**src/prm_pkg.sv**
```systemverilog
/*
 * Constants and carrier types for the port receive checks and FIFO status
 * block. Assumes a single clock domain and a simple register port.
 */
package prm_pkg;
   // Register offsets, at the printed word addresses
   localparam logic [7:0] GAP_ERR_CNT_ADDR = 8'hae;
   localparam logic [7:0] CRC_EN_ADDR      = 8'hb4;
   localparam logic [7:0] MIN_GAP_ADDR     = 8'hb5;
   localparam logic [7:0] MAX_LEN_ADDR     = 8'hb6;
   localparam logic [7:0] MIN_LEN_ADDR     = 8'hb7;
   localparam logic [7:0] LO_FRAMES_ADDR   = 8'hb8;
   localparam logic [7:0] HI_FRAMES_ADDR   = 8'hb9;
   localparam logic [7:0] LO_FILL_ADDR     = 8'hba;
   localparam logic [7:0] HI_FILL_ADDR     = 8'hbb;
   localparam logic [7:0] XP_FILL_ADDR     = 8'hbc;
   localparam logic [7:0] HEAD_LEN_ADDR    = 8'hc0;
   localparam logic [7:0] RX_DATA_ADDR     = 8'hc1;
   // Values after reset
   localparam logic        CRC_EN_RESET  = 1'h1;
   localparam logic [5:0]  MIN_GAP_RESET = 6'ha;
   localparam logic [15:0] MAX_LEN_RESET = 16'h0618;
   localparam logic [15:0] MIN_LEN_RESET = 16'h0040;
   // Gap unit in bit times, and the prepended header length in bytes
   localparam int          GAP_UNIT_BITS = 8;
   localparam logic [10:0] HDR_BYTES     = 11'h002;
   localparam logic [10:0] WORD_BYTES    = 11'h004;

   // One received frame as seen at its end
   typedef struct packed {
      logic [15:0] gap_bits;   // Idle bit times before the frame
      logic [15:0] len;        // Frame length in bytes
      logic        fcs_ok;     // Frame check sequence good
      logic        high_prio;  // Queue selection
   } prm_frame_type;

   // Register access request
   typedef struct packed {
      logic        rd;
      logic        wr;
      logic [7:0]  addr;
      logic [31:0] wdata;
   } prm_req_type;

   typedef enum logic [1:0] {
      HEAD_WAIT  = 2'b01,
      HEAD_ARMED = 2'b10
   } prm_head_type;
endpackage

```
**src/prm_rx_status.sv**
```systemverilog
/*
 * Receive checks, queue fill bookkeeping and the head-of-queue frame read
 * path for one switch port. Assumes the SPI engine turns host accesses into
 * one-cycle register requests and that the link side reports each frame end.
 */
// How it works
// Drop bad-FCS frames while check enable set
// Gap must exceed setting times eight bits
// Short gap drops frame, flags gap error
// Gap setting six bits, upper bits zero
// Sixteen-bit max length, resets to 0x618
// Sixteen-bit min length, resets to 0x40
// Nine-bit low queue frame count
// Nine-bit high queue frame count
// Host only needs frame-available indication
// Fourteen-bit low queue halfword fill
// Fourteen-bit high queue halfword fill
// Fourteen-bit cross-port transmit halfword fill
// Eleven-bit head frame byte length
// Head length includes prepended header
// Host reads head length before data
// Head length used only in generic mode
// Data read pops four bytes, first high
// After frame end, data waits for length read
// Thirty-two-bit gap error frame counter
// Out-of-range lengths dropped as length errors
// Counts update per frame; reserved bits zero
`timescale 1ns/10ps
module prm_rx_status (
   // Clock and reset
   input  wire logic                   clk,
   input  wire logic                   arst_n,
   // Register port
   input  wire prm_pkg::prm_req_type   req,
   output logic                        rvalid,
   output logic [31:0]                 rdata,
   // Received frame ends on the port
   input  wire logic                   rx_eof,
   input  wire prm_pkg::prm_frame_type rx_frame,
   // Host drained one frame from a queue
   input  wire logic                   lo_take,
   input  wire logic                   hi_take,
   input  wire logic [13:0]            take_halfwords,
   // Cross-port transmit queue movement
   input  wire logic                   xp_add,
   input  wire logic                   xp_sub,
   input  wire logic [13:0]            xp_halfwords,
   // Second port receive queue head
   input  wire logic                   spi_generic,
   input  wire logic                   head_valid,
   input  wire logic [10:0]            head_len,
   input  wire logic [31:0]            head_word,
   output logic                        head_pop,
   // Status
   output logic                        short_gap_error,
   output logic                        len_error,
   output logic                        rx_frame_available
);
   logic                 fcs_verify_on;
   logic [5:0]           rx_min_gap_setting;
   logic [15:0]          longest_rx_frame;
   logic [15:0]          shortest_rx_frame;
   logic [31:0]          short_gap_error_counter;
   logic [8:0]           low_queue_frame_count;
   logic [8:0]           high_queue_frame_count;
   logic [13:0]          low_queue_fill;
   logic [13:0]          high_queue_fill;
   logic [13:0]          cross_port_fill;
   logic [10:0]          head_frame_byte_len;
   logic [10:0]          bytes_left;
   prm_pkg::prm_head_type head_state;
   logic [31:0]          next_rdata;
   logic                 gap_short;
   logic                 len_bad;
   logic                 fcs_bad;
   logic                 accept;
   logic                 accept_lo;
   logic                 accept_hi;
   logic [13:0]          frame_halfwords;
   logic [15:0]          gap_need;
   logic                 len_rd;
   logic                 data_rd;
   logic                 wr_hit;

   // Frame checks at frame end
   assign gap_need  = {7'h00, rx_min_gap_setting, 3'h0}; // Setting times eight
   assign gap_short = !(rx_frame.gap_bits > gap_need);
   assign len_bad   = (rx_frame.len < shortest_rx_frame) ||
                      (rx_frame.len > longest_rx_frame);
   assign fcs_bad   = fcs_verify_on && !rx_frame.fcs_ok;
   assign accept    = rx_eof && !gap_short && !len_bad && !fcs_bad;
   assign accept_lo = accept && !rx_frame.high_prio;
   assign accept_hi = accept && rx_frame.high_prio;
   // Odd lengths occupy a whole trailing halfword
   // Limitation: a length of 0xffff wraps to zero halfwords if max allows it
   assign frame_halfwords = 14'((rx_frame.len + 16'h0001) >> 1);
   assign len_rd  = req.rd && (req.addr == prm_pkg::HEAD_LEN_ADDR);
   assign data_rd = req.rd && (req.addr == prm_pkg::RX_DATA_ADDR);
   assign wr_hit  = req.wr;

   // Writable settings; only the documented field bits are stored
   // Writes to read-only or unmapped offsets fall through and change nothing
   always_ff @(posedge clk or negedge arst_n) begin
      if (!arst_n) begin
         fcs_verify_on      <= prm_pkg::CRC_EN_RESET;
         rx_min_gap_setting <= prm_pkg::MIN_GAP_RESET;
         longest_rx_frame   <= prm_pkg::MAX_LEN_RESET;
         shortest_rx_frame  <= prm_pkg::MIN_LEN_RESET;
      end else if (wr_hit) begin
         if (req.addr == prm_pkg::CRC_EN_ADDR) begin
            fcs_verify_on <= req.wdata[0];
         end else if (req.addr == prm_pkg::MIN_GAP_ADDR) begin
            rx_min_gap_setting <= req.wdata[5:0];
         end else if (req.addr == prm_pkg::MAX_LEN_ADDR) begin
            longest_rx_frame <= req.wdata[15:0];
         end else if (req.addr == prm_pkg::MIN_LEN_ADDR) begin
            shortest_rx_frame <= req.wdata[15:0];
         end
      end
   end

   // Error pulses and the gap error counter
   // The gap check wins over the length check, so one frame raises one pulse
   always_ff @(posedge clk or negedge arst_n) begin
      if (!arst_n) begin
         short_gap_error         <= 1'b0;
         len_error               <= 1'b0;
         short_gap_error_counter <= 32'h0000_0000;
      end else begin
         short_gap_error <= rx_eof && gap_short;
         len_error       <= rx_eof && !gap_short && len_bad;
         if (rx_eof && gap_short) begin
            short_gap_error_counter <= short_gap_error_counter + 32'h0000_0001;
         end
      end
   end

   // Queue frame counts; an arrival and a take in one cycle cancel out
   always_ff @(posedge clk or negedge arst_n) begin
      if (!arst_n) begin
         low_queue_frame_count  <= 9'h000;
         high_queue_frame_count <= 9'h000;
      end else begin
         if (accept_lo && !lo_take) begin
            low_queue_frame_count <= low_queue_frame_count + 9'h001;
         end else if (lo_take && !accept_lo && low_queue_frame_count != 9'h000) begin
            low_queue_frame_count <= low_queue_frame_count - 9'h001;
         end
         if (accept_hi && !hi_take) begin
            high_queue_frame_count <= high_queue_frame_count + 9'h001;
         end else if (hi_take && !accept_hi && high_queue_frame_count != 9'h000) begin
            high_queue_frame_count <= high_queue_frame_count - 9'h001;
         end
      end
   end

   // Halfword fill levels, moved by whole frames
   // Fills wrap rather than saturate; the far side is trusted to take only
   // what it was given, which keeps the adders free of clamp logic
   always_ff @(posedge clk or negedge arst_n) begin
      if (!arst_n) begin
         low_queue_fill  <= 14'h0000;
         high_queue_fill <= 14'h0000;
         cross_port_fill <= 14'h0000;
      end else begin
         low_queue_fill <= low_queue_fill
                           + (accept_lo ? frame_halfwords : 14'h0000)
                           - (lo_take ? take_halfwords : 14'h0000);
         high_queue_fill <= high_queue_fill
                            + (accept_hi ? frame_halfwords : 14'h0000)
                            - (hi_take ? take_halfwords : 14'h0000);
         cross_port_fill <= cross_port_fill
                            + (xp_add ? xp_halfwords : 14'h0000)
                            - (xp_sub ? xp_halfwords : 14'h0000);
      end
   end

   // Frame-available flag is all software needs in store and forward
   always_ff @(posedge clk or negedge arst_n) begin
      if (!arst_n) begin
         rx_frame_available <= 1'b0;
      end else begin
         rx_frame_available <= (low_queue_frame_count != 9'h000) ||
                               (high_queue_frame_count != 9'h000);
      end
   end

   // Head length read arms the data path for one frame
   // The length is latched at arming so a head change mid-frame cannot
   // shorten or stretch the read-out already under way
   always_ff @(posedge clk or negedge arst_n) begin
      if (!arst_n) begin
         head_state          <= prm_pkg::HEAD_WAIT;
         head_frame_byte_len <= 11'h000;
         bytes_left          <= 11'h000;
         head_pop            <= 1'b0;
      end else begin
         head_pop <= 1'b0;
         // Shown length tracks the queue head plus its header
         head_frame_byte_len <= head_valid ? head_len + prm_pkg::HDR_BYTES : 11'h000;
         case (head_state)
            prm_pkg::HEAD_WAIT: begin
               if (len_rd && spi_generic && head_valid) begin
                  head_state <= prm_pkg::HEAD_ARMED;
                  bytes_left <= head_frame_byte_len;
               end
            end
            prm_pkg::HEAD_ARMED: begin
               if (data_rd) begin
                  head_pop <= 1'b1;
                  if (bytes_left <= prm_pkg::WORD_BYTES) begin
                     // Frame done: hold off until the length is read again
                     head_state <= prm_pkg::HEAD_WAIT;
                     bytes_left <= 11'h000;
                  end else begin
                     bytes_left <= bytes_left - prm_pkg::WORD_BYTES;
                  end
               end
            end
            default: begin
               head_state <= prm_pkg::HEAD_WAIT;
            end
         endcase
      end
   end

   // Read decode; unmapped and reserved bits return zero
   always_comb begin
      next_rdata = 32'h0000_0000;
      if (req.addr == prm_pkg::GAP_ERR_CNT_ADDR) begin
         next_rdata = short_gap_error_counter;
      end else if (req.addr == prm_pkg::CRC_EN_ADDR) begin
         next_rdata = {31'h0000_0000, fcs_verify_on};
      end else if (req.addr == prm_pkg::MIN_GAP_ADDR) begin
         next_rdata = {26'h000_0000, rx_min_gap_setting};
      end else if (req.addr == prm_pkg::MAX_LEN_ADDR) begin
         next_rdata = {16'h0000, longest_rx_frame};
      end else if (req.addr == prm_pkg::MIN_LEN_ADDR) begin
         next_rdata = {16'h0000, shortest_rx_frame};
      end else if (req.addr == prm_pkg::LO_FRAMES_ADDR) begin
         next_rdata = {23'h00_0000, low_queue_frame_count};
      end else if (req.addr == prm_pkg::HI_FRAMES_ADDR) begin
         next_rdata = {23'h00_0000, high_queue_frame_count};
      end else if (req.addr == prm_pkg::LO_FILL_ADDR) begin
         next_rdata = {18'h0_0000, low_queue_fill};
      end else if (req.addr == prm_pkg::HI_FILL_ADDR) begin
         next_rdata = {18'h0_0000, high_queue_fill};
      end else if (req.addr == prm_pkg::XP_FILL_ADDR) begin
         next_rdata = {18'h0_0000, cross_port_fill};
      end else if (req.addr == prm_pkg::HEAD_LEN_ADDR) begin
         next_rdata = {21'h00_0000, head_frame_byte_len};
      end else if (req.addr == prm_pkg::RX_DATA_ADDR) begin
         // Nothing comes out unless a frame is armed
         next_rdata = (head_state == prm_pkg::HEAD_ARMED) ? head_word : 32'h0000_0000;
      end
   end

   // Read answer one cycle after the request
   always_ff @(posedge clk or negedge arst_n) begin
      if (!arst_n) begin
         rvalid <= 1'b0;
         rdata  <= 32'h0000_0000;
      end else begin
         rvalid <= req.rd;
         if (req.rd) begin
            rdata <= next_rdata;
         end
      end
   end

   // Checks
   // Each one watches state or outputs that this block drives itself
   a_gap_error_flag: assert property (@(posedge clk) disable iff (!arst_n)
      rx_eof && (rx_frame.gap_bits <= {7'h00, rx_min_gap_setting, 3'h0})
      |=> short_gap_error)
      else $error("short gap not flagged");
   a_gap_counter_step: assert property (@(posedge clk) disable iff (!arst_n)
      short_gap_error |-> short_gap_error_counter == $past(short_gap_error_counter) + 32'h1)
      else $error("gap error counter did not step");
   a_bad_fcs_drop: assert property (@(posedge clk) disable iff (!arst_n)
      rx_eof && fcs_verify_on && !rx_frame.fcs_ok && !lo_take && !rx_frame.high_prio
      |=> low_queue_frame_count == $past(low_queue_frame_count))
      else $error("bad fcs frame entered low queue");
   a_long_frame_drop: assert property (@(posedge clk) disable iff (!arst_n)
      rx_eof && rx_frame.len > longest_rx_frame && !hi_take && rx_frame.high_prio
      |=> high_queue_frame_count == $past(high_queue_frame_count))
      else $error("long frame entered high queue");
   a_good_frame_count: assert property (@(posedge clk) disable iff (!arst_n)
      accept_lo && !lo_take |=> low_queue_frame_count == $past(low_queue_frame_count) + 9'h1)
      else $error("good frame not counted");
   a_gap_field_width: assert property (@(posedge clk) disable iff (!arst_n)
      rvalid && $past(req.addr) == prm_pkg::MIN_GAP_ADDR |-> rdata[31:6] == 26'h0)
      else $error("gap register upper bits not zero");
   a_head_header_add: assert property (@(posedge clk) disable iff (!arst_n)
      head_valid |=> head_frame_byte_len == $past(head_len) + prm_pkg::HDR_BYTES)
      else $error("head length lacks header");
   a_data_needs_len: assert property (@(posedge clk) disable iff (!arst_n)
      head_state == prm_pkg::HEAD_WAIT && !(len_rd && spi_generic) ##1 data_rd |=> !head_pop)
      else $error("data popped without length read");
   a_alt_mode_idle: assert property (@(posedge clk) disable iff (!arst_n)
      !spi_generic && head_state == prm_pkg::HEAD_WAIT |=> head_state == prm_pkg::HEAD_WAIT)
      else $error("armed outside generic mode");
   a_avail_flag: assert property (@(posedge clk) disable iff (!arst_n)
      low_queue_frame_count != 9'h0 |=> rx_frame_available)
      else $error("frame available not shown");
endmodule

```
**config.mk**
```make
export PLATFORM = sky130hd
export DESIGN_NAME = prm_rx_status
export DESIGN_NICKNAME = d
export VERILOG_FILES = /design/src/prm_pkg.sv /design/src/prm_rx_status.sv
export SDC_FILE = /design/constraint.sdc
export NUM_CORES = 1
export LEC_CHECK = 0
export ABC_AREA = 1
export BUFFER_PORTS_ARGS = -buffer_cell sky130_fd_sc_hd__buf_2
export CAP_MARGIN = 40
export CORE_MARGIN = 5
export CORE_UTILIZATION = 40
export DETAILED_ROUTE_END_ITERATION = 10
export PLACE_DENSITY = 0.59
export SLEW_MARGIN = 0
export SYNTH_ARGS = -nofsm -noshare
export SYNTH_HDL_FRONTEND = slang
export SYNTH_SLANG_ARGS = --single-unit
```
**constraint.sdc**
```tcl
create_clock -name clk -period 12.1 [get_ports clk]
set_input_delay 0 -clock clk [delete_from_list [all_inputs] [get_ports clk]]
set_output_delay 0 -clock clk [all_outputs]
set_load 0.01 [all_outputs]
```
==> impl_metrics.env <==
export IMPL_status="finished, final reports clean"
export IMPL_vias_per_cell=4.96
export IMPL_grt_total_usage=0.225
export IMPL_synth_most_common_cell="nand2_1"
export IMPL_grt_overflow=0
export IMPL_clock_root_buffer="clkbuf_16"
export IMPL_worstHoldStart="req[41]"
export IMPL_synth_top_area_frac=0.312
export IMPL_maxSlewViolCount=0
export IMPL_grt_pass1_wl_mm=72.5
export IMPL_coreArea_um2=36400
export IMPL_slew_headroom=0.518
export IMPL_cts_buffers=17
export IMPL_die_x_um=202
export IMPL_io_buffer_count=176
export IMPL_timing_fmax_ghz=0.215
export IMPL_grt_start_max_net_pins=57
export IMPL_cts_sinks=192
export IMPL_p_seq_frac=0.294
export IMPL_synth_edf_count=0
export IMPL_switching_power_w=0.00137
export IMPL_postCtsSetupBuffers=0
export IMPL_initial_utilization=0.403
export IMPL_syn_area_per_cell_um2=7.35
export IMPL_syn_area_um2=14700
export IMPL_wl_met2_mm=21.2
export IMPL_fin_cells=2710
export IMPL_fin_skew_ns=0.0167
export IMPL_met1_length_mm=20.5
export IMPL_wirelength_mm=45.4
export IMPL_p_comb_frac=0.515
export IMPL_p_total_w=0.00307
export IMPL_worstPathRequired_ns=12.46
export IMPL_critPathCaptureType="flip-flop"
export IMPL_rsz0062_at_grt="no"
export IMPL_placedCellCount=2614
export IMPL_finalHoldViolations=0
export IMPL_drive_above_1_share=0.125
export IMPL_ant_nets=0
export IMPL_ys_async_sr_fraction=1.00
export IMPL_r2r_start="longest_rx_frame[9]"
export IMPL_crit_type="flip-flop to flip-flop"
export IMPL_ys_warn_count=0
export IMPL_yosysUniqueCellTypes=53
export IMPL_rr_worst_depth=19
export IMPL_die_area_um2=40700
export IMPL_insertion_delay_ns=0.47
export IMPL_highest_signal_layer="met4"
export IMPL_tightestPinTransition_ns=0.720
export IMPL_whs_endpoint="rvalid"
export IMPL_ys_seq_area_frac=0.328
export IMPL_cap_violations=0
export IMPL_setup_viol=0
export IMPL_holdCritPathClass="primary input to flip-flop"
export IMPL_synth_seq_cells=192
export IMPL_areaGrowthSynthToFinish_pct=17.6
export IMPL_nNetsFinal=2519
export IMPL_power_per_cell_area_nw_per_um2=178
export IMPL_drcViolationCount=0
export IMPL_hold_slack_ns=0.0364
export IMPL_r2r_end="low_queue_fill[10]"
export IMPL_yosys_area_top_type="dfrtp_1"
export IMPL_io_pins=193
export IMPL_gp_congestion=0.927
export IMPL_antenna_found_initial=3
export IMPL_drt_iter0_drc=1030
export IMPL_ys_top_cells_by_count="nand2_1 (553), inv_1 (354), dfrtp_1 (183)"
export IMPL_vias=13500
export IMPL_cts_max_level=4
export IMPL_hold_depth=2
export IMPL_cts_tree="yes"
export IMPL_die_height_um=202
export IMPL_yosys_top_cells_area="dfrtp_1 (31%), nand2_1 (14%), inv_1 (9.0%), ha_1 (8.3%), fa_1 (5.6%)"
export IMPL_p_int_w=0.00170
export IMPL_fin_crit_sh=0.385
export IMPL_setup_tns_ns=0
export IMPL_grt_pass1_vias=13500
export IMPL_switching_share=0.445
export IMPL_dp_hpwl_mm=36.5
export IMPL_routedWlPerCell_um=16.8
export IMPL_postLayoutCoreUtil=0.475
export IMPL_p_leak_nw=9.05
export IMPL_std_cell_rows=70
export IMPL_syn_num_nets=2296
export IMPL_fin_crit_ns=4.66
export IMPL_irDropWorstVdd_v=0.000104
export IMPL_path_clk_slew_ns=0.09
export IMPL_crit_start="longest_rx_frame[9]"
export IMPL_syn_inst=2001
export IMPL_critPathArrivalTime_ns=5.02
export IMPL_cp_start_kind="flip-flop"
export IMPL_dr_wl_met3_mm=2.60
export IMPL_synth_ff_type="dfrtp_1"
export IMPL_drt_pre_antenna_iters=6
export IMPL_cts_max_path_buffers=2
export IMPL_clkPwrFrac=0.191
export IMPL_r2r_setup_slack_ns=7.44
export IMPL_critPathMaxFanout=14
==> metrics by stage <==
| stage | setup WS [ns] | cell area, um^2 |
|---|---|---|
| 5_1_grt | 7.14 | 17300 |
| 3_3_place_gp | 7.65 | 16000 |
| 6_report | 7.44 | 17300 |
| 3_5_place_dp | 7.53 | 16100 |
| 4_1_cts | 7.46 | 17300 |
| 2_1_floorplan | 8.30 | 14700 |
==> power groups by stage <==
stage | clock network, W | registers [W] | logic (W)
global placement | 0 | 0.000908 | 0.00152
CTS | 0.000599 | 0.000900 | 0.00159
global route | 0.000624 | 0.000916 | 0.00183
floorplan | 0 | 0.000878 | 0.00121
detailed placement | 0 | 0.000911 | 0.00156
finish | 0.000587 | 0.000901 | 0.00158
==> state kept, by name (all words and copies together) (netlist names), 2 cells and up <==
register	cells
rdata	32
low_queue_frame_count	9
cross_port_fill	14
shortest_rx_frame	16
low_queue_fill	14
bytes_left	11
rx_min_gap_setting	6
longest_rx_frame	16
head_frame_byte_len	11
high_queue_frame_count	9
high_queue_fill	14
head_state	2
short_gap_error_counter	32
==> cell type report <==
class                      count  area [um^2]
antenna                        5         12.5
clock buffer                  18          429
clock inverter                14          163
fill                        3710        19100
inverter                     364         1370
multi-input combinational   1406         8320
sequential                   192         4820
tap                          468          586
timing repair buffer         243         1600
==> worst max path at each step <==
stage / cells past startpoint / to / slack, ns
final: 19 / low_queue_fill[10] / 7.44
after floorplan: 26 / high_queue_fill[11] / 8.30
after detailed placement: 22 / high_queue_fill[11] / 7.53
after global routing: 22 / high_queue_fill[11] / 7.14
after CTS: 22 / high_queue_fill[11] / 7.46
after global placement: 22 / high_queue_fill[11] / 7.65
==> cells by family after synthesis <==
family | Yosys count | synth area share
XOR/XNOR | 101 | 0.0602
AO/OA/AOI/OAI | 288 | 0.109
buffers and inverters | 403 | 0.106
flip-flops | 192 | 0.328
adder cells (fa/ha/maj) | 139 | 0.139
AND/OR/NAND/NOR | 878 | 0.258
==> metal layers <==
| metal | track usage | vias to the layer above |
|---|---|---|
| li1 | - | 6772 |
| met1 | 0.303 | 6280 |
| met2 | 0.367 | 349 |
| met3 | 0.0443 | 49 |
| met4 | 0.0703 | 0 |
| met5 | 0 | - |
==> timing repair <==
action / 4_1_cts / 5_1_grt
setup endpoints to repair: 0 / 0
gates resized for setup: 0 / 0
hold buffers: 59 / 0
hold endpoints to repair: 140 / 0
==> critical path, stage by stage (launching register included) <==
cell and delay (ns):
dfstp_2 0.56, inv_1 0.06, ha_1 0.31, nand4_1 0.13, nor3_1 0.38, nand3_1 0.13
nand2_1 0.23, nand4_2 0.24, inv_2 0.35, nand2_1 0.12, fa_1 0.51, inv_1 0.07
fa_1 0.46, a21oi_1 0.16, o21bai_1 0.17, a21o_1 0.22, nand2_1 0.06, nand2_1 0.05
a21oi_1 0.16, xnor2_1 0.17
==> placed cells by master (no fill, tap or decap), types with 9 or more instances in the layout <==
cell	n
nor3_1	31
dlygate4sd3_1	59
clkbuf_16	17
a31oi_1	14
nand4_1	21
dfrtp_1	183
nand2_1	553
o21ai_1	26
o21ai_0	107
inv_1	354
xnor2_1	24
fa_1	41
buf_2	175
dfstp_2	9
xor2_1	77
a21o_1	10
ha_1	98
nor2_1	117
a21oi_1	97
nand3_1	94
Note: power is estimated with default switching activity, not from simulation.
